==> config.mk <==
export PLATFORM = sky130hd
export DESIGN_NAME = tcp_timer_ctrl
export DESIGN_NICKNAME = d
export VERILOG_FILES = /design/src/tcp_pkg.sv /design/src/tcp_regs_if.sv /design/src/tcp_reg_store.sv /design/src/tcp_timer_ctrl.sv
export VERILOG_INCLUDE_DIRS = /design/src /design/src/src
export SDC_FILE = /design/constraint.sdc
export NUM_CORES = 1
export LEC_CHECK = 0
export BUFFER_PORTS_ARGS = -buffer_cell sky130_fd_sc_hd__buf_4
export CORE_ASPECT_RATIO = 1.25
export CORE_MARGIN = 2
export CORE_UTILIZATION = 42
export DETAILED_ROUTE_END_ITERATION = 6
export PLACE_DENSITY = 0.91
export REMOVE_ABC_BUFFERS = 1
export SLEW_MARGIN = 20
export SYNTH_ARGS = -nofsm -noshare
export SYNTH_HDL_FRONTEND = slang
export SYNTH_SLANG_ARGS = --single-unit
export TNS_END_PERCENT = 5
==> constraint.sdc <==
create_clock -name pclk -period 2.2 [get_ports pclk]
set_clock_uncertainty 0.1 [all_clocks]
set_input_delay 0.11 -clock pclk [delete_from_list [all_inputs] [get_ports pclk]]
set_output_delay 0.11 -clock pclk [all_outputs]
set_load 0.1 [all_outputs]
==> src/tcp_defines.svh <==
`ifndef TCP_DEFINES_SVH
`define TCP_DEFINES_SVH

// Byte addresses of the three registers.
`define TCP_ADDR_SRC_SEL    16'hff1b
`define TCP_ADDR_LVL_LOW    16'hff21
`define TCP_ADDR_LVL_HIGH   16'hff2a

// Writable bit masks of each register.
`define TCP_MASK_SRC_SEL    8'h0f
`define TCP_MASK_LVL_LOW    8'h3f
`define TCP_MASK_LVL_HIGH   8'h0f

// Reset values.
`define TCP_RST_SRC_SEL     8'h00
`define TCP_RST_LVL_LOW     8'h00
`define TCP_RST_LVL_HIGH    8'h00

// Field positions.
`define TCP_SEL_T4          0
`define TCP_SEL_T7          3
`define TCP_LVL_T32_LSB     4
`define TCP_LVL_T10_LSB     2
`define TCP_LVL_SER1_LSB    0
`define TCP_LVL_T76_LSB     2
`define TCP_LVL_T54_LSB     0

`endif

==> src/tcp_pkg.sv <==
package tcp_pkg;

  // Register selected by an APB address.
  typedef enum logic [1:0] {
    TCP_REG_NONE = 2'h0,
    TCP_REG_SRC  = 2'h1,
    TCP_REG_LOW  = 2'h2,
    TCP_REG_HIGH = 2'h3
  } tcp_reg_t;

  // Four interrupt levels, binary code equals level.
  typedef enum logic [1:0] {
    TCP_LEVEL0 = 2'h0,
    TCP_LEVEL1 = 2'h1,
    TCP_LEVEL2 = 2'h2,
    TCP_LEVEL3 = 2'h3
  } tcp_level_t;

endpackage

==> src/tcp_regs_if.sv <==
`timescale 1ns/10ps
`default_nettype none

// Write port and stored values between the bus slave and the register store.
interface tcp_regs_if;
  logic       wr_src;
  logic       wr_low;
  logic       wr_high;
  logic [7:0] wdata;
  logic [7:0] src_sel;
  logic [7:0] lvl_low;
  logic [7:0] lvl_high;

  modport slave (output wr_src, output wr_low, output wr_high, output wdata,
                 input src_sel, input lvl_low, input lvl_high);
  modport store (input wr_src, input wr_low, input wr_high, input wdata,
                 output src_sel, output lvl_low, output lvl_high);
endinterface

`default_nettype wire

==> src/tcp_reg_store.sv <==
`timescale 1ns/10ps
`default_nettype none
`include "tcp_defines.svh"

// Holds the three registers; unassigned bits are never stored.
module tcp_reg_store
  import tcp_pkg::*;
(
  input wire logic pclk,
  input wire logic presetn,
  tcp_regs_if.store rif
);

  typedef struct packed {
    logic [7:0] src_sel;
    logic [7:0] lvl_low;
    logic [7:0] lvl_high;
  } tcp_store_t;

  tcp_store_t st;
  tcp_store_t next_st;

  // Masked writes keep reserved bits at zero.
  always_comb begin
    next_st = st;
    if (rif.wr_src) begin
      next_st.src_sel = rif.wdata & `TCP_MASK_SRC_SEL;
    end
    if (rif.wr_low) begin
      next_st.lvl_low = rif.wdata & `TCP_MASK_LVL_LOW;
    end
    if (rif.wr_high) begin
      next_st.lvl_high = rif.wdata & `TCP_MASK_LVL_HIGH;
    end
  end

  // Registers clear to their reset values.
  always_ff @(posedge pclk or negedge presetn) begin
    if (!presetn) begin
      st <= {`TCP_RST_SRC_SEL, `TCP_RST_LVL_LOW, `TCP_RST_LVL_HIGH};
    end else begin
      st <= next_st;
    end
  end

  assign rif.src_sel  = st.src_sel;
  assign rif.lvl_low  = st.lvl_low;
  assign rif.lvl_high = st.lvl_high;

endmodule

`default_nettype wire

==> src/tcp_timer_ctrl.sv <==
// Register access over APB was decided locally.
`timescale 1ns/10ps
`default_nettype none
`include "tcp_defines.svh"

module tcp_timer_ctrl
  import tcp_pkg::*;
(
  input  wire logic        pclk,
  input  wire logic        presetn,
  input  wire logic        psel,
  input  wire logic        penable,
  input  wire logic        pwrite,
  input  wire logic [31:0] paddr,
  input  wire logic [31:0] pwdata,
  output var  logic [31:0] prdata,
  output var  logic        pready,
  output var  logic        pslverr,
  output var  logic        timer4_src_sel,
  output var  logic        timer5_src_sel,
  output var  logic        timer6_src_sel,
  output var  logic        timer7_src_sel,
  output var  tcp_level_t  tmr32_level,
  output var  tcp_level_t  tmr10_level,
  output var  tcp_level_t  serial1_level,
  output var  tcp_level_t  tmr76_level,
  output var  tcp_level_t  tmr54_level
);

  // ----------------------------------------------------------------
  // Address decode
  // ----------------------------------------------------------------

  // Maps a byte address to the register it names.
  function automatic tcp_reg_t tcp_decode(input logic [31:0] addr);
    if (addr == {16'h0000, `TCP_ADDR_SRC_SEL}) begin
      return TCP_REG_SRC;
    end else if (addr == {16'h0000, `TCP_ADDR_LVL_LOW}) begin
      return TCP_REG_LOW;
    end else if (addr == {16'h0000, `TCP_ADDR_LVL_HIGH}) begin
      return TCP_REG_HIGH;
    end
    return TCP_REG_NONE;
  endfunction

  tcp_regs_if rif ();

  tcp_reg_store u_store (
    .pclk    (pclk),
    .presetn (presetn),
    .rif     (rif)
  );

  // ----------------------------------------------------------------
  // Bus slave state
  // ----------------------------------------------------------------

  typedef struct packed {
    logic [31:0] prdata;
    logic        pready;
    logic        pslverr;
    logic [3:0]  src;
    logic [5:0]  low;
    logic [3:0]  high;
  } tcp_state_t;

  tcp_state_t st;
  tcp_state_t next_st;
  tcp_reg_t   sel_reg;
  logic       access;

  assign sel_reg = tcp_decode(paddr);
  assign access  = psel && penable && !st.pready;

  // Write strobes fire in the first access cycle, so the store takes the word on the edge
  // that raises pready; the field outputs follow one edge later.
  assign rif.wr_src  = access && pwrite && (sel_reg == TCP_REG_SRC);
  assign rif.wr_low  = access && pwrite && (sel_reg == TCP_REG_LOW);
  assign rif.wr_high = access && pwrite && (sel_reg == TCP_REG_HIGH);
  assign rif.wdata   = pwdata[7:0];

  // One wait state per access; read data and error register with pready.
  always_comb begin
    next_st         = st;
    next_st.pready  = access;
    next_st.pslverr = access && (sel_reg == TCP_REG_NONE);
    next_st.prdata  = 32'h0000_0000;
    if (access && !pwrite) begin
      case (sel_reg)
        TCP_REG_SRC:  next_st.prdata = {24'h00_0000, rif.src_sel};
        TCP_REG_LOW:  next_st.prdata = {24'h00_0000, rif.lvl_low};
        TCP_REG_HIGH: next_st.prdata = {24'h00_0000, rif.lvl_high};
        default:      next_st.prdata = 32'h0000_0000;
      endcase
    end
    next_st.src  = rif.src_sel[3:0];
    next_st.low  = rif.lvl_low[5:0];
    next_st.high = rif.lvl_high[3:0];
  end

  always_ff @(posedge pclk or negedge presetn) begin
    if (!presetn) begin
      st <= '0;
    end else begin
      st <= next_st;
    end
  end

  // ----------------------------------------------------------------
  // Outputs
  // ----------------------------------------------------------------

  // Output copies trail the stored registers by one cycle.
  assign prdata  = st.prdata;
  assign pready  = st.pready;
  assign pslverr = st.pslverr;
  assign timer4_src_sel = st.src[`TCP_SEL_T4];
  assign timer5_src_sel = st.src[1];
  assign timer6_src_sel = st.src[2];
  assign timer7_src_sel = st.src[`TCP_SEL_T7];
  assign tmr32_level   = tcp_level_t'(st.low[`TCP_LVL_T32_LSB +: 2]);
  assign tmr10_level   = tcp_level_t'(st.low[`TCP_LVL_T10_LSB +: 2]);
  assign serial1_level = tcp_level_t'(st.low[`TCP_LVL_SER1_LSB +: 2]);
  assign tmr76_level   = tcp_level_t'(st.high[`TCP_LVL_T76_LSB +: 2]);
  assign tmr54_level   = tcp_level_t'(st.high[`TCP_LVL_T54_LSB +: 2]);
endmodule

`default_nettype wire

==> impl_metrics.xml, run 1 <==
<?xml version="1.0" encoding="UTF-8"?>
<metrics>
  <group name="setup_path">
    <metric name="timing.critical_path.buf_inv" unit="">0</metric>
    <metric name="worstSetupEndpointType" unit="">register</metric>
    <metric name="crit_path_cell_trace" unit="">and4b_1, nand4_1, nor3_4, mux2_2</metric>
    <metric name="critPathTopFamily" unit="">simple AND/OR/NAND/NOR gates</metric>
    <metric name="rr_startpoint" unit="">pready</metric>
    <metric name="timing.reg2reg.worst_path_depth" unit="">4</metric>
    <metric name="crit_required" unit="ns">2.27</metric>
    <metric name="critical_path_peak_fanout" unit="">6</metric>
    <metric name="start_kind" unit="">register</metric>
    <metric name="critPathMaxStageDelay" unit="ns">0.40</metric>
    <metric name="critPathArrivalTime" unit="ns">1.85</metric>
    <metric name="crit-reg2reg-capture" unit="">u_store.rif.lvl_low[1]</metric>
    <metric name="timing.reg2reg.setup_slack" unit="ns">0.42</metric>
    <metric name="critPathLaunch" unit="">pready</metric>
    <metric name="path_class" unit="">register to register</metric>
    <metric name="critical_path_top_delay_cell" unit="">sky130_fd_sc_hd__dfrtp_1</metric>
  </group>
  <group name="synth">
    <metric name="yosys.cell_types.count" unit="">32</metric>
    <metric name="synthesis.instances" unit="">138</metric>
    <metric name="ys_seq_elements" unit="">36</metric>
    <metric name="postSynthAreaPerCell" unit="um^2">13.10</metric>
    <metric name="yosys_warnings" unit="">0</metric>
    <metric name="synth_top_cells_by_area" unit="">sky130_fd_sc_hd__dfrtp_1 (50%), sky130_fd_sc_hd__buf_4 (11%), sky130_fd_sc_hd__mux2_2 (6.2%)</metric>
    <metric name="yosysSeqAreaShare" unit="%">49.83</metric>
    <metric name="yosysTopAreaCell" unit="">sky130_fd_sc_hd__dfrtp_1</metric>
    <metric name="synthesis.area" unit="um^2">1808</metric>
    <metric name="yosysTopAreaCellShare" unit="%">49.83</metric>
  </group>
  <group name="global_route">
    <metric name="combined_global_route_utilization_of_all_metal_layers" unit="%">14.11</metric>
    <metric name="grt_overflow" unit="">0</metric>
    <metric name="number_of_antenna_violations_at_the_first_check_in_global_routing" unit="">0</metric>
    <metric name="grt_pass1_wl" unit="um">5361</metric>
    <metric name="grt_pass1_vias" unit="">1249</metric>
    <metric name="grt_start_max_net_pins" unit="">37</metric>
  </group>
  <group name="finish">
    <metric name="fraction_of_final_layout_cells_sized_beyond_drive_strength_1" unit="%">45.58</metric>
    <metric name="final_cell_mix" unit="">sky130_fd_sc_hd__buf_4 (65), sky130_fd_sc_hd__dfrtp_1 (36), sky130_fd_sc_hd__conb_1 (26)</metric>
    <metric name="antennaDiodeCount" unit="">0</metric>
    <metric name="fillers" unit="">369</metric>
    <metric name="layoutNonFillerInstCount" unit="">271</metric>
    <metric name="mostFrequentLayoutCell" unit="">sky130_fd_sc_hd__buf_4</metric>
    <metric name="area.growth.synth_to_final" unit="%">33.70</metric>
    <metric name="num-nets-final" unit="">283</metric>
  </group>
  <group name="placement">
    <metric name="place_inst" unit="">256</metric>
    <metric name="port_buffers" unit="">64</metric>
    <metric name="finalWeightedCongestion" unit="">0.7927</metric>
    <metric name="dp.final_hpwl" unit="um">2769</metric>
  </group>
  <group name="floorplan">
    <metric name="die_width" unit="um">62.69</metric>
    <metric name="floorplan.initialDensity" unit="%">44.11</metric>
    <metric name="design.portCount" unit="">117</metric>
    <metric name="placeable_core_area" unit="um^2">4099</metric>
    <metric name="fp.dieArea" unit="um^2">4849</metric>
    <metric name="die_y" unit="um">77.36</metric>
    <metric name="core.rowCount" unit="">26</metric>
  </group>
  <group name="sta">
    <metric name="fin_crit" unit="ns">1.778</metric>
    <metric name="slew_violations" unit="">0</metric>
    <metric name="fmax" unit="MHz">562.3</metric>
    <metric name="min_period_over_period" unit="%">80.83</metric>
    <metric name="rsz_0062_raised_after_global_routing" unit="">false</metric>
    <metric name="endpoints_failing_hold" unit="">0</metric>
    <metric name="setup_viol" unit="">0</metric>
    <metric name="setup_total_negative_slack" unit="ns">0</metric>
  </group>
  <group name="clock_network">
    <metric name="cts.htree.levels" unit="">2</metric>
    <metric name="root_driver" unit="">sky130_fd_sc_hd__clkbuf_8</metric>
    <metric name="clock_pin_transition_on_the_worst_setup_and_hold_timing_paths" unit="ns">0.07</metric>
    <metric name="tritoncts" unit="">built</metric>
    <metric name="clock_latency" unit="ns">0.29</metric>
    <metric name="cts_sink_count" unit="">36</metric>
    <metric name="number_of_buffers_inserted_during_clock_tree_synthesis" unit="">5</metric>
    <metric name="post_cts.resized_instances" unit="">0</metric>
    <metric name="post_cts_buffers" unit="">0</metric>
    <metric name="max-clock-path-buffers" unit="">2</metric>
  </group>
  <group name="power">
    <metric name="seq_power_share" unit="%">45.5</metric>
    <metric name="clock_power_share" unit="%">31.9</metric>
    <metric name="netSwitchingFraction" unit="%">32.23</metric>
    <metric name="design_power_total" unit="mW">1.462</metric>
    <metric name="power_share_of_the_combinational_group" unit="%">22.6</metric>
    <metric name="p_switching" unit="uW">471.3</metric>
    <metric name="ir_drop" unit="mV">0.3314</metric>
    <metric name="total_leakage_power" unit="nW">1.209</metric>
    <metric name="power.internal" unit="uW">991.0</metric>
    <metric name="pwr_density_cell" unit="nW/um^2">604.9</metric>
  </group>
  <group name="routing">
    <metric name="via_per_inst" unit="">4.561</metric>
    <metric name="initialDrtViolationCount" unit="">31</metric>
    <metric name="route.detailed.drc" unit="">0</metric>
    <metric name="via_count" unit="">1236</metric>
    <metric name="drt-total-wl" unit="um">3437</metric>
    <metric name="drt-pass1-iter-count" unit="">4</metric>
    <metric name="antenna_violating_nets_post_route" unit="">0</metric>
    <metric name="detail_route.wl_per_cell" unit="um">12.68</metric>
  </group>
  <group name="min_path">
    <metric name="hold-path-endpoint" unit="">pready</metric>
    <metric name="worst_hold_path.num_cells" unit="">2</metric>
    <metric name="worst_hold_startpoint" unit="">psel</metric>
    <metric name="hold_path.class" unit="">primary input to register</metric>
  </group>
  <group name="run_status">
    <metric name="run_status" unit="">completed</metric>
  </group>
  <group name="flow_run">
    <metric name="max_cap_viol_count" unit="">0</metric>
  </group>
</metrics>
## power by group through the flow
stage,registers (mW),logic (mW),clock network [mW]
after global routing,0.665,0.342,0.504
after detailed placement,0.677,0.320,0
after CTS,0.665,0.331,0.476
final,0.665,0.330,0.467
after floorplan,0.692,0.214,0
after global placement,0.677,0.317,0
## cells by family (layout without fill, tap and decap cells)
kind of cell / count (synthesis) / in the layout / share of synthesized area [%]
flops: 36 / 36 / 49.83
buf+inv: 32 / 84 / 12.04
other cells: 1 / 26 / 0.2074
compound gates: 12 / 12 / 5.952
mux: 14 / 14 / 9.550
simple gates: 43 / 43 / 22.42
## synthesized netlist by cell type, drive strengths merged
master	instances
nor4b	5
mux2	14
clkbuf	1
a21boi	1
dfrtp	36
nand4	4
inv	4
and2	1
nand3	9
nor4	2
and4	3
a211oi	5
and3b	2
nand2	3
nor3	7
a2111oi	1
and4b	2
buf	27
nor2	2
o21a	4
nand3b	1
o21ai	1
nor2b	1
conb	1
and4bb	1
## stage by stage
step	setup slack [ns]	hold WS, ns	cell area [um^2]	util (%)
detailed placement	0.2610	-0.01893	2257	55.07
CTS	0.4201	0.02377	2417	58.97
floorplan	0.08441	-0.2856	1699	-
finish	0.4217	0.02871	2417	58.97
global route	0.3444	0.03218	2417	58.97
global placement	0.2635	-0.02854	2257	55.07
## state kept, by name, indices dropped and copies added (netlist names), 2 cells and up
register              flops
tmr54_level               2
tmr10_level               2
tmr76_level               2
prdata                    6
u_store.rif.lvl_high      4
tmr32_level               2
serial1_level             2
u_store.rif.lvl_low       6
u_store.rif.src_sel       4
## worst register-to-register path, delay by kind of cell (launching register included)
kind	cells	cell delay, ns
simple gates	3	0.78
flops	1	0.40
mux	1	0.38
## per-layer routing
metal / global-route usage, % / wire length, um
met3: 5.217 / 227
met4: 4.667 / 43
met5: 0 / 0
met2: 26.34 / 1925
met1: 14.34 / 1240
## repair_timing
item / 4_1_cts / 5_1_grt
hold buffers: 7 / 0
endpoints found under the setup margin: 0 / 0
endpoints found under the hold margin: 50 / 0
## area by class of cell
type                            instances  area [um^2]  area share (%)
Inverter                                4        15.01          0.6211
Timing Repair Buffer                   72        558.0           23.08
Clock buffer                            8        90.09           3.727
Tap cell                               56        70.07           2.899
Sequential cell                        36        900.9           37.27
Multi-Input combinational cell         95        783.3           32.40
## worst max path at each step
stage | slack, ns | cells past startpoint | to
after floorplan | 0.08 | 4 | u_store.rif.lvl_low[0]
after global placement | 0.26 | 5 | u_store.rif.src_sel[2]
after detailed placement | 0.26 | 5 | u_store.rif.src_sel[2]
after CTS | 0.42 | 4 | u_store.rif.lvl_low[1]
after global routing | 0.34 | 4 | prdata[5]
final | 0.42 | 4 | u_store.rif.lvl_low[1]
Note: power is estimated with default switching activity, not from simulation.
==> run 2, diff against run 1 <==
Settings changed: ABC_AREA from default to 1, CORE_UTILIZATION 42 to 38, PLACE_DENSITY 0.91 to 0.87.
Clock period 2.2 ns to 1.6 ns, I/O delays scaled along.
==> impl_metrics.xml, run 2 <==
<?xml version="1.0" encoding="UTF-8"?>
<metrics>
  <group name="routing">
    <metric name="detail_route.wl_per_cell" unit="um">10.22</metric>
    <metric name="route.detailed.drc" unit="">0</metric>
    <metric name="drt-total-wl" unit="um">3496</metric>
    <metric name="via_count" unit="">1482</metric>
    <metric name="initialDrtViolationCount" unit="">102</metric>
    <metric name="drt-pass1-iter-count" unit="">4</metric>
    <metric name="antenna_violating_nets_post_route" unit="">0</metric>
    <metric name="via_per_inst" unit="">4.333</metric>
  </group>
  <group name="synth">
    <metric name="synth_top_cells_by_area" unit="">sky130_fd_sc_hd__dfrtp_1 (50%), sky130_fd_sc_hd__buf_4 (11%), sky130_fd_sc_hd__nand2_1 (8.0%)</metric>
    <metric name="yosys.cell_types.count" unit="">19</metric>
    <metric name="yosys.cell_count.top_type" unit="">sky130_fd_sc_hd__nand2_1</metric>
    <metric name="async_flop_share" unit="%">100.0</metric>
    <metric name="synthXorXnorAreaFrac" unit="%">0</metric>
    <metric name="ys_seq_elements" unit="">36</metric>
    <metric name="synth_simple_gate_area_share" unit="%">29.65</metric>
    <metric name="yosysSeqAreaShare" unit="%">50.35</metric>
    <metric name="yosysTopAreaCellShare" unit="%">50.35</metric>
    <metric name="synth-adder-area-share" unit="%">0</metric>
    <metric name="synth_compound_gate_area_share" unit="%">3.846</metric>
    <metric name="synthesis.instances" unit="">204</metric>
    <metric name="synth_enable_flop_cells" unit="">0</metric>
    <metric name="yosys_warnings" unit="">0</metric>
    <metric name="post_synth_mux_area_share" unit="%">0</metric>
    <metric name="synthesis.area" unit="um^2">1789</metric>
    <metric name="postSynth.topFlopCell" unit="">sky130_fd_sc_hd__dfrtp_1</metric>
    <metric name="yosysTopAreaCell" unit="">sky130_fd_sc_hd__dfrtp_1</metric>
    <metric name="postSynthAreaPerCell" unit="um^2">8.771</metric>
    <metric name="post_synth_most_frequent_cells" unit="">sky130_fd_sc_hd__nand2_1 (38), sky130_fd_sc_hd__dfrtp_1 (36), sky130_fd_sc_hd__nor2_1 (32), sky130_fd_sc_hd__buf_4 (26), sky130_fd_sc_hd__inv_1 (19)</metric>
    <metric name="synth_top_family_by_area" unit="">simple AND/OR/NAND/NOR gates</metric>
  </group>
  <group name="clock_network">
    <metric name="clock_pin_transition_on_the_worst_setup_and_hold_timing_paths" unit="ns">0.06</metric>
    <metric name="clock_latency" unit="ns">0.29</metric>
    <metric name="max-clock-path-buffers" unit="">2</metric>
    <metric name="cts_sink_count" unit="">36</metric>
    <metric name="number_of_buffers_inserted_during_clock_tree_synthesis" unit="">5</metric>
    <metric name="root_driver" unit="">sky130_fd_sc_hd__clkbuf_8</metric>
    <metric name="cts.htree.levels" unit="">2</metric>
    <metric name="tritoncts" unit="">built</metric>
  </group>
  <group name="power">
    <metric name="clock_power_share" unit="%">32.1</metric>
    <metric name="power_share_of_the_combinational_group" unit="%">22.4</metric>
    <metric name="power.internal" unit="mW">1.351</metric>
    <metric name="ir_drop" unit="mV">0.3817</metric>
    <metric name="pwr_density_cell" unit="nW/um^2">831.5</metric>
    <metric name="p_switching" unit="uW">659.9</metric>
    <metric name="seq_power_share" unit="%">45.5</metric>
    <metric name="netSwitchingFraction" unit="%">32.82</metric>
    <metric name="total_leakage_power" unit="nW">1.312</metric>
  </group>
  <group name="sta">
    <metric name="setup_total_negative_slack" unit="ns">0</metric>
    <metric name="setup_viol" unit="">0</metric>
    <metric name="fin_crit" unit="ns">1.504</metric>
    <metric name="min_period_over_period" unit="%">94.02</metric>
    <metric name="endpoints_failing_hold" unit="">1</metric>
    <metric name="tightest_hold_margin" unit="ns">-0.0009795</metric>
    <metric name="fmax" unit="MHz">664.8</metric>
    <metric name="slew_violations" unit="">0</metric>
    <metric name="rsz_0062_raised_after_global_routing" unit="">true</metric>
  </group>
  <group name="setup_path">
    <metric name="crit_required" unit="ns">1.66</metric>
    <metric name="timing.critical_path.buf_inv" unit="">3</metric>
    <metric name="rr_startpoint" unit="">pready</metric>
    <metric name="timing.reg2reg.worst_path_depth" unit="">6</metric>
    <metric name="critical_path_peak_fanout" unit="">8</metric>
    <metric name="crit_path_cell_trace" unit="">dlygate4sd3_1, buf_4, nand2_1, nor2_1, inv_1, nor2_4, nand3_2, nand2_1, o21ai_1</metric>
    <metric name="worstSetupEndpointType" unit="">register</metric>
    <metric name="timing.reg2reg.setup_slack" unit="ns">0.13</metric>
    <metric name="crit-reg2reg-capture" unit="">u_store.rif.lvl_high[0]</metric>
    <metric name="critPathArrivalTime" unit="ns">1.57</metric>
    <metric name="critPathMaxStageDelay" unit="ns">0.53</metric>
    <metric name="start_kind" unit="">primary input</metric>
    <metric name="critical_path_top_delay_cell" unit="">sky130_fd_sc_hd__dlygate4sd3_1</metric>
    <metric name="critPathTopFamily" unit="">buffers and inverters</metric>
    <metric name="path_class" unit="">primary input to register</metric>
    <metric name="critical_path.most_common_cell" unit="">sky130_fd_sc_hd__nand2_1</metric>
  </group>
  <group name="finish">
    <metric name="finish.utilization" unit="%">54.24</metric>
    <metric name="antennaDiodeCount" unit="">0</metric>
    <metric name="fraction_of_final_layout_cells_sized_beyond_drive_strength_1" unit="%">35.56</metric>
    <metric name="area.growth.synth_to_final" unit="%">35.17</metric>
    <metric name="num-nets-final" unit="">352</metric>
    <metric name="fillers" unit="">419</metric>
    <metric name="final_cell_mix" unit="">sky130_fd_sc_hd__buf_4 (66), sky130_fd_sc_hd__nand2_1 (38), sky130_fd_sc_hd__dfrtp_1 (36)</metric>
    <metric name="mostFrequentLayoutCell" unit="">sky130_fd_sc_hd__buf_4</metric>
    <metric name="layoutNonFillerInstCount" unit="">342</metric>
  </group>
  <group name="global_route">
    <metric name="grt_overflow" unit="">0</metric>
    <metric name="combined_global_route_utilization_of_all_metal_layers" unit="%">13.96</metric>
    <metric name="grt_pass1_vias" unit="">1328</metric>
    <metric name="grt_start_max_net_pins" unit="">37</metric>
    <metric name="number_of_antenna_violations_at_the_first_check_in_global_routing" unit="">0</metric>
    <metric name="grt_pass1_wl" unit="um">5609</metric>
  </group>
  <group name="floorplan">
    <metric name="die_y" unit="um">80.72</metric>
    <metric name="fp.dieArea" unit="um^2">5277</metric>
    <metric name="core.rowCount" unit="">27</metric>
    <metric name="design.portCount" unit="">117</metric>
    <metric name="placeable_core_area" unit="um^2">4459</metric>
    <metric name="die_width" unit="um">65.38</metric>
    <metric name="floorplan.initialDensity" unit="%">40.12</metric>
  </group>
  <group name="min_path">
    <metric name="worst_hold_path.num_cells" unit="">3</metric>
    <metric name="hold_path.class" unit="">primary input to register</metric>
    <metric name="worst_hold_startpoint" unit="">pwdata[2]</metric>
    <metric name="hold-path-endpoint" unit="">u_store.rif.src_sel[2]</metric>
  </group>
  <group name="run_status">
    <metric name="failing_checks" unit="">hold timing</metric>
    <metric name="run_status" unit="">finished with violations</metric>
  </group>
  <group name="flow_run">
    <metric name="max_cap_viol_count" unit="">0</metric>
  </group>
  <group name="placement">
    <metric name="finalWeightedCongestion" unit="">0.7887</metric>
    <metric name="port_buffers" unit="">64</metric>
    <metric name="place_inst" unit="">325</metric>
    <metric name="dp.final_hpwl" unit="um">2692</metric>
  </group>
</metrics>
==> run 2: power groups by stage <==
stage               Combinational [mW]  Sequential, mW  Clock, mW
global placement                 0.430           0.931          0
detailed placement               0.434           0.931          0
CTS                              0.447           0.914      0.651
global route                     0.472           0.914      0.698
floorplan                        0.303           0.951          0
finish                           0.451           0.915      0.645
==> run 2: what timing repair did <==
action / in CTS / in global routing
endpoints found under the hold margin: 42 / 0
endpoints found under the setup margin: 0 / 5
gates resized for setup: 0 / 1
hold buffers: 7 / 0
buffers inserted: 0 / 2
==> run 2: logic make-up (layout without fill, tap and decap cells) <==
family	Yosys count	after routing
other	1	26
buffers and inverters	50	105
flip-flops	36	36
AO/OA/AOI/OAI	13	13
AND/OR/NAND/NOR	104	104
==> run 2: worst max-delay path by stage <==
| stage | start | to | slack [ns] | cells after the start |
|---|---|---|---|---|
| detailed placement | paddr[17] | u_store.rif.lvl_high[0] | 0.15 | 8 |
| global route | penable | u_store.rif.lvl_high[0] | -0.03 | 9 |
| finish | penable | u_store.rif.lvl_high[0] | 0.1 | 9 |
| floorplan | pready | u_store.rif.src_sel[0] | -0.13 | 6 |
| global placement | paddr[7] | prdata[2] | 0.23 | 9 |
| CTS | penable | u_store.rif.lvl_high[0] | 0.09 | 8 |
==> run 2: worst min-delay path, delay by kind of cell <==
kind	cells	cell delay, ns
AO/OA/AOI/OAI	1	0.13
buffers and inverters	2	0.13
==> run 2: layout make-up <==
| cell class | count | area (um^2) | share of cell area (%) |
|---|---|---|---|
| Tap cell | 58 | 72.57 | 3.001 |
| Clock buffer | 6 | 82.58 | 3.414 |
| Timing Repair Buffer | 73 | 565.5 | 23.38 |
| Clock inverter | 2 | 10.01 | 0.4139 |
| Inverter | 24 | 90.09 | 3.725 |
| Sequential cell | 36 | 900.9 | 37.25 |
| Multi-Input combinational cell | 143 | 696.9 | 28.82 |
==> run 2: stage by stage <==
step                hold slack (ns)  total power, mW  area, um^2  setup slack (ns)
global route               0.008053            2.084        2419          -0.02678
floorplan                   -0.3156            1.254        1688           -0.1296
finish                   -0.0009795            2.011        2419           0.09571
CTS                        0.003252            2.012        2404           0.09135
detailed placement         -0.05725            1.364        2241            0.1487
global placement           -0.05945            1.361        2241            0.2301
==> run 2: layer usage <==
metal / part of all wire, % / GRT usage, % / up-vias
li1: - / - / 725
met2: 55 / 26.84 / 69
met5: 0 / 0 / -
met1: 35 / 13.87 / 681
met3: 7.6 / 2.661 / 7
met4: 2.3 / 7.500 / 0
==> run 3, diff against run 2 <==
Settings changed: GPL_TIMING_DRIVEN from default to 0, SLEW_MARGIN 20 to default.
==> impl_metrics.xml, run 3 (synthesis gave the netlist of run 2 again) <==
<?xml version="1.0" encoding="UTF-8"?>
<metrics>
  <group name="routing">
    <metric name="routed.top_layer" unit="">met4</metric>
    <metric name="drt-total-wl" unit="um">3346</metric>
    <metric name="antenna_violating_nets_post_route" unit="">0</metric>
    <metric name="via_per_inst" unit="">4.206</metric>
    <metric name="drt-pass1-iter-count" unit="">4</metric>
    <metric name="met3_wirelength" unit="um">262</metric>
    <metric name="via_count" unit="">1430</metric>
    <metric name="met2RoutedLength" unit="um">1781</metric>
    <metric name="m1WireLength" unit="um">1211</metric>
    <metric name="detail_route.wl_per_cell" unit="um">9.841</metric>
    <metric name="route.detailed.drc" unit="">0</metric>
    <metric name="initialDrtViolationCount" unit="">55</metric>
  </group>
  <group name="clock_network">
    <metric name="cts.htree.levels" unit="">2</metric>
    <metric name="post_cts.resized_instances" unit="">0</metric>
    <metric name="tritoncts" unit="">built</metric>
    <metric name="post_cts_hold_buffer_count" unit="">7</metric>
    <metric name="clock_latency" unit="ns">0.29</metric>
    <metric name="post_cts_buffers" unit="">0</metric>
    <metric name="number_of_buffers_inserted_during_clock_tree_synthesis" unit="">5</metric>
    <metric name="max-clock-path-buffers" unit="">2</metric>
    <metric name="root_driver" unit="">sky130_fd_sc_hd__clkbuf_8</metric>
    <metric name="clock_pin_transition_on_the_worst_setup_and_hold_timing_paths" unit="ns">0.07</metric>
    <metric name="cts_sink_count" unit="">36</metric>
  </group>
  <group name="power">
    <metric name="ir_drop" unit="mV">0.3999</metric>
    <metric name="design_power_total" unit="mW">2.124</metric>
    <metric name="total_leakage_power" unit="nW">1.305</metric>
    <metric name="pwr_density_cell" unit="nW/um^2">877.0</metric>
  </group>
  <group name="sta">
    <metric name="endpoints_failing_hold" unit="">0</metric>
    <metric name="slew_violations" unit="">0</metric>
    <metric name="setup_viol" unit="">0</metric>
    <metric name="fin_crit" unit="ns">1.471</metric>
    <metric name="fmax" unit="MHz">679.6</metric>
    <metric name="rsz_0062_raised_after_global_routing" unit="">false</metric>
    <metric name="min_period_over_period" unit="%">91.97</metric>
  </group>
  <group name="setup_path">
    <metric name="critPathArrivalTime" unit="ns">1.54</metric>
    <metric name="timing.reg2reg.worst_path_depth" unit="">6</metric>
    <metric name="worstSetupEndpointType" unit="">register</metric>
    <metric name="critPathMaxStageDelay" unit="ns">0.53</metric>
    <metric name="critPathCapture" unit="">u_store.rif.lvl_high[0]</metric>
    <metric name="critPathLaunch" unit="">penable</metric>
    <metric name="start_kind" unit="">primary input</metric>
    <metric name="critical_path_top_delay_cell" unit="">sky130_fd_sc_hd__dlygate4sd3_1</metric>
    <metric name="critical_path_peak_fanout" unit="">8</metric>
    <metric name="path_depth" unit="">9</metric>
    <metric name="timing.reg2reg.setup_slack" unit="ns">0.18</metric>
    <metric name="crit-reg2reg-capture" unit="">u_store.rif.lvl_high[0]</metric>
    <metric name="critPathTopFamily" unit="">buffers and inverters</metric>
    <metric name="crit_required" unit="ns">1.66</metric>
    <metric name="crit_path_cell_trace" unit="">dlygate4sd3_1, buf_4, nand2_1, nor2_1, inv_1, nor2_4, nand3_2, nand2_1, o21ai_0</metric>
    <metric name="path_class" unit="">primary input to register</metric>
    <metric name="timing.critical_path.buf_inv" unit="">3</metric>
    <metric name="rr_startpoint" unit="">pready</metric>
    <metric name="critical_path.most_common_cell" unit="">sky130_fd_sc_hd__nand2_1</metric>
  </group>
  <group name="finish">
    <metric name="finalInstanceArea" unit="um^2">2422</metric>
    <metric name="fillers" unit="">417</metric>
    <metric name="mostFrequentLayoutCell" unit="">sky130_fd_sc_hd__buf_4</metric>
    <metric name="finish.utilization" unit="%">54.32</metric>
    <metric name="num-nets-final" unit="">350</metric>
    <metric name="ff_latch_area" unit="um^2">900.9</metric>
    <metric name="antennaDiodeCount" unit="">0</metric>
    <metric name="area.growth.synth_to_final" unit="%">35.38</metric>
    <metric name="multi_input_comb_area" unit="um^2">696.9</metric>
    <metric name="final_cell_mix" unit="">sky130_fd_sc_hd__buf_4 (64), sky130_fd_sc_hd__nand2_1 (38), sky130_fd_sc_hd__dfrtp_1 (36)</metric>
    <metric name="fraction_of_final_layout_cells_sized_beyond_drive_strength_1" unit="%">35.11</metric>
  </group>
  <group name="run_status">
    <metric name="run_status" unit="">completed</metric>
  </group>
  <group name="global_route">
    <metric name="grt_pass1_vias" unit="">1243</metric>
    <metric name="number_of_antenna_violations_at_the_first_check_in_global_routing" unit="">0</metric>
    <metric name="grt_pass1_wl" unit="um">5395</metric>
    <metric name="combined_global_route_utilization_of_all_metal_layers" unit="%">13.50</metric>
    <metric name="grt_start_max_net_pins" unit="">37</metric>
    <metric name="grt_overflow" unit="">0</metric>
  </group>
  <group name="floorplan">
    <metric name="fp.dieArea" unit="um^2">5277</metric>
    <metric name="die_width" unit="um">65.38</metric>
    <metric name="core.rowCount" unit="">27</metric>
    <metric name="design.portCount" unit="">117</metric>
    <metric name="placeable_core_area" unit="um^2">4459</metric>
    <metric name="floorplan.initialDensity" unit="%">40.12</metric>
    <metric name="die_y" unit="um">80.72</metric>
  </group>
  <group name="placement">
    <metric name="finalWeightedCongestion" unit="">0.7914</metric>
    <metric name="dp.final_hpwl" unit="um">2616</metric>
    <metric name="port_buffers" unit="">64</metric>
    <metric name="placement.cell_area" unit="um^2">2241</metric>
  </group>
  <group name="flow_run">
    <metric name="max_cap_viol_count" unit="">0</metric>
  </group>
  <group name="min_path">
    <metric name="hold_path.class" unit="">primary input to register</metric>
  </group>
</metrics>
## run 3: layout make-up
class	count	area share, %
multi-input combinational	143	28.77
inverter	24	3.719
clock buffer	5	2.841
clock inverter	3	1.756
timing repair buffer	71	22.73
sequential	36	37.19
tap	58	2.996
## run 3: metrics by stage
| step | TNS [ns] | hold slack, ns | std cells | worst slack, ns |
|---|---|---|---|---|
| after global placement | 0 | -0.05983 | 325 | 0.2304 |
| after global routing | 0 | 0.008508 | 340 | 0.02558 |
| after CTS | 0 | 0.002958 | 340 | 0.1728 |
| final | 0 | 0.0001473 | 340 | 0.1286 |
| after floorplan | -1.395 | -0.3156 | 203 | -0.1296 |
| after detailed placement | 0 | -0.05537 | 325 | 0.2117 |
## run 3: per-layer routing
layer	track usage [%]	vias to the layer above
li1	-	721
met1	14.07	636
met2	24.90	65
met3	2.801	8
met4	7.500	0
met5	0	-
## run 3: how the worst min path moves through the flow
| stage | from | end | depth (start not counted) |
|---|---|---|---|
| after floorplan | presetn | prdata[0] | 0 |
| after global placement | presetn | u_store.rif.lvl_low[5] | 1 |
| after detailed placement | presetn | tmr32_level[1] | 1 |
| after CTS | pwdata[1] | u_store.rif.src_sel[1] | 3 |
| after global routing | pwdata[1] | u_store.rif.src_sel[1] | 3 |
| final | pwdata[3] | u_store.rif.src_sel[3] | 3 |
## run 3: where the power goes
group	switching, mW	internal, mW
combinational	0.354	0.0931
clock	0.303	0.460
sequential	0.00140	0.913
total	0.658	1.47
## run 3: worst register-to-register path, cell delays in order, from the launching register on
cell and delay (ns):
sky130_fd_sc_hd__dfrtp_1 0.39, sky130_fd_sc_hd__nor2_1 0.14, sky130_fd_sc_hd__inv_1 0.11, sky130_fd_sc_hd__nor2_4 0.19, sky130_fd_sc_hd__nand3_2 0.19, sky130_fd_sc_hd__nand2_1 0.10
sky130_fd_sc_hd__o21ai_0 0.09
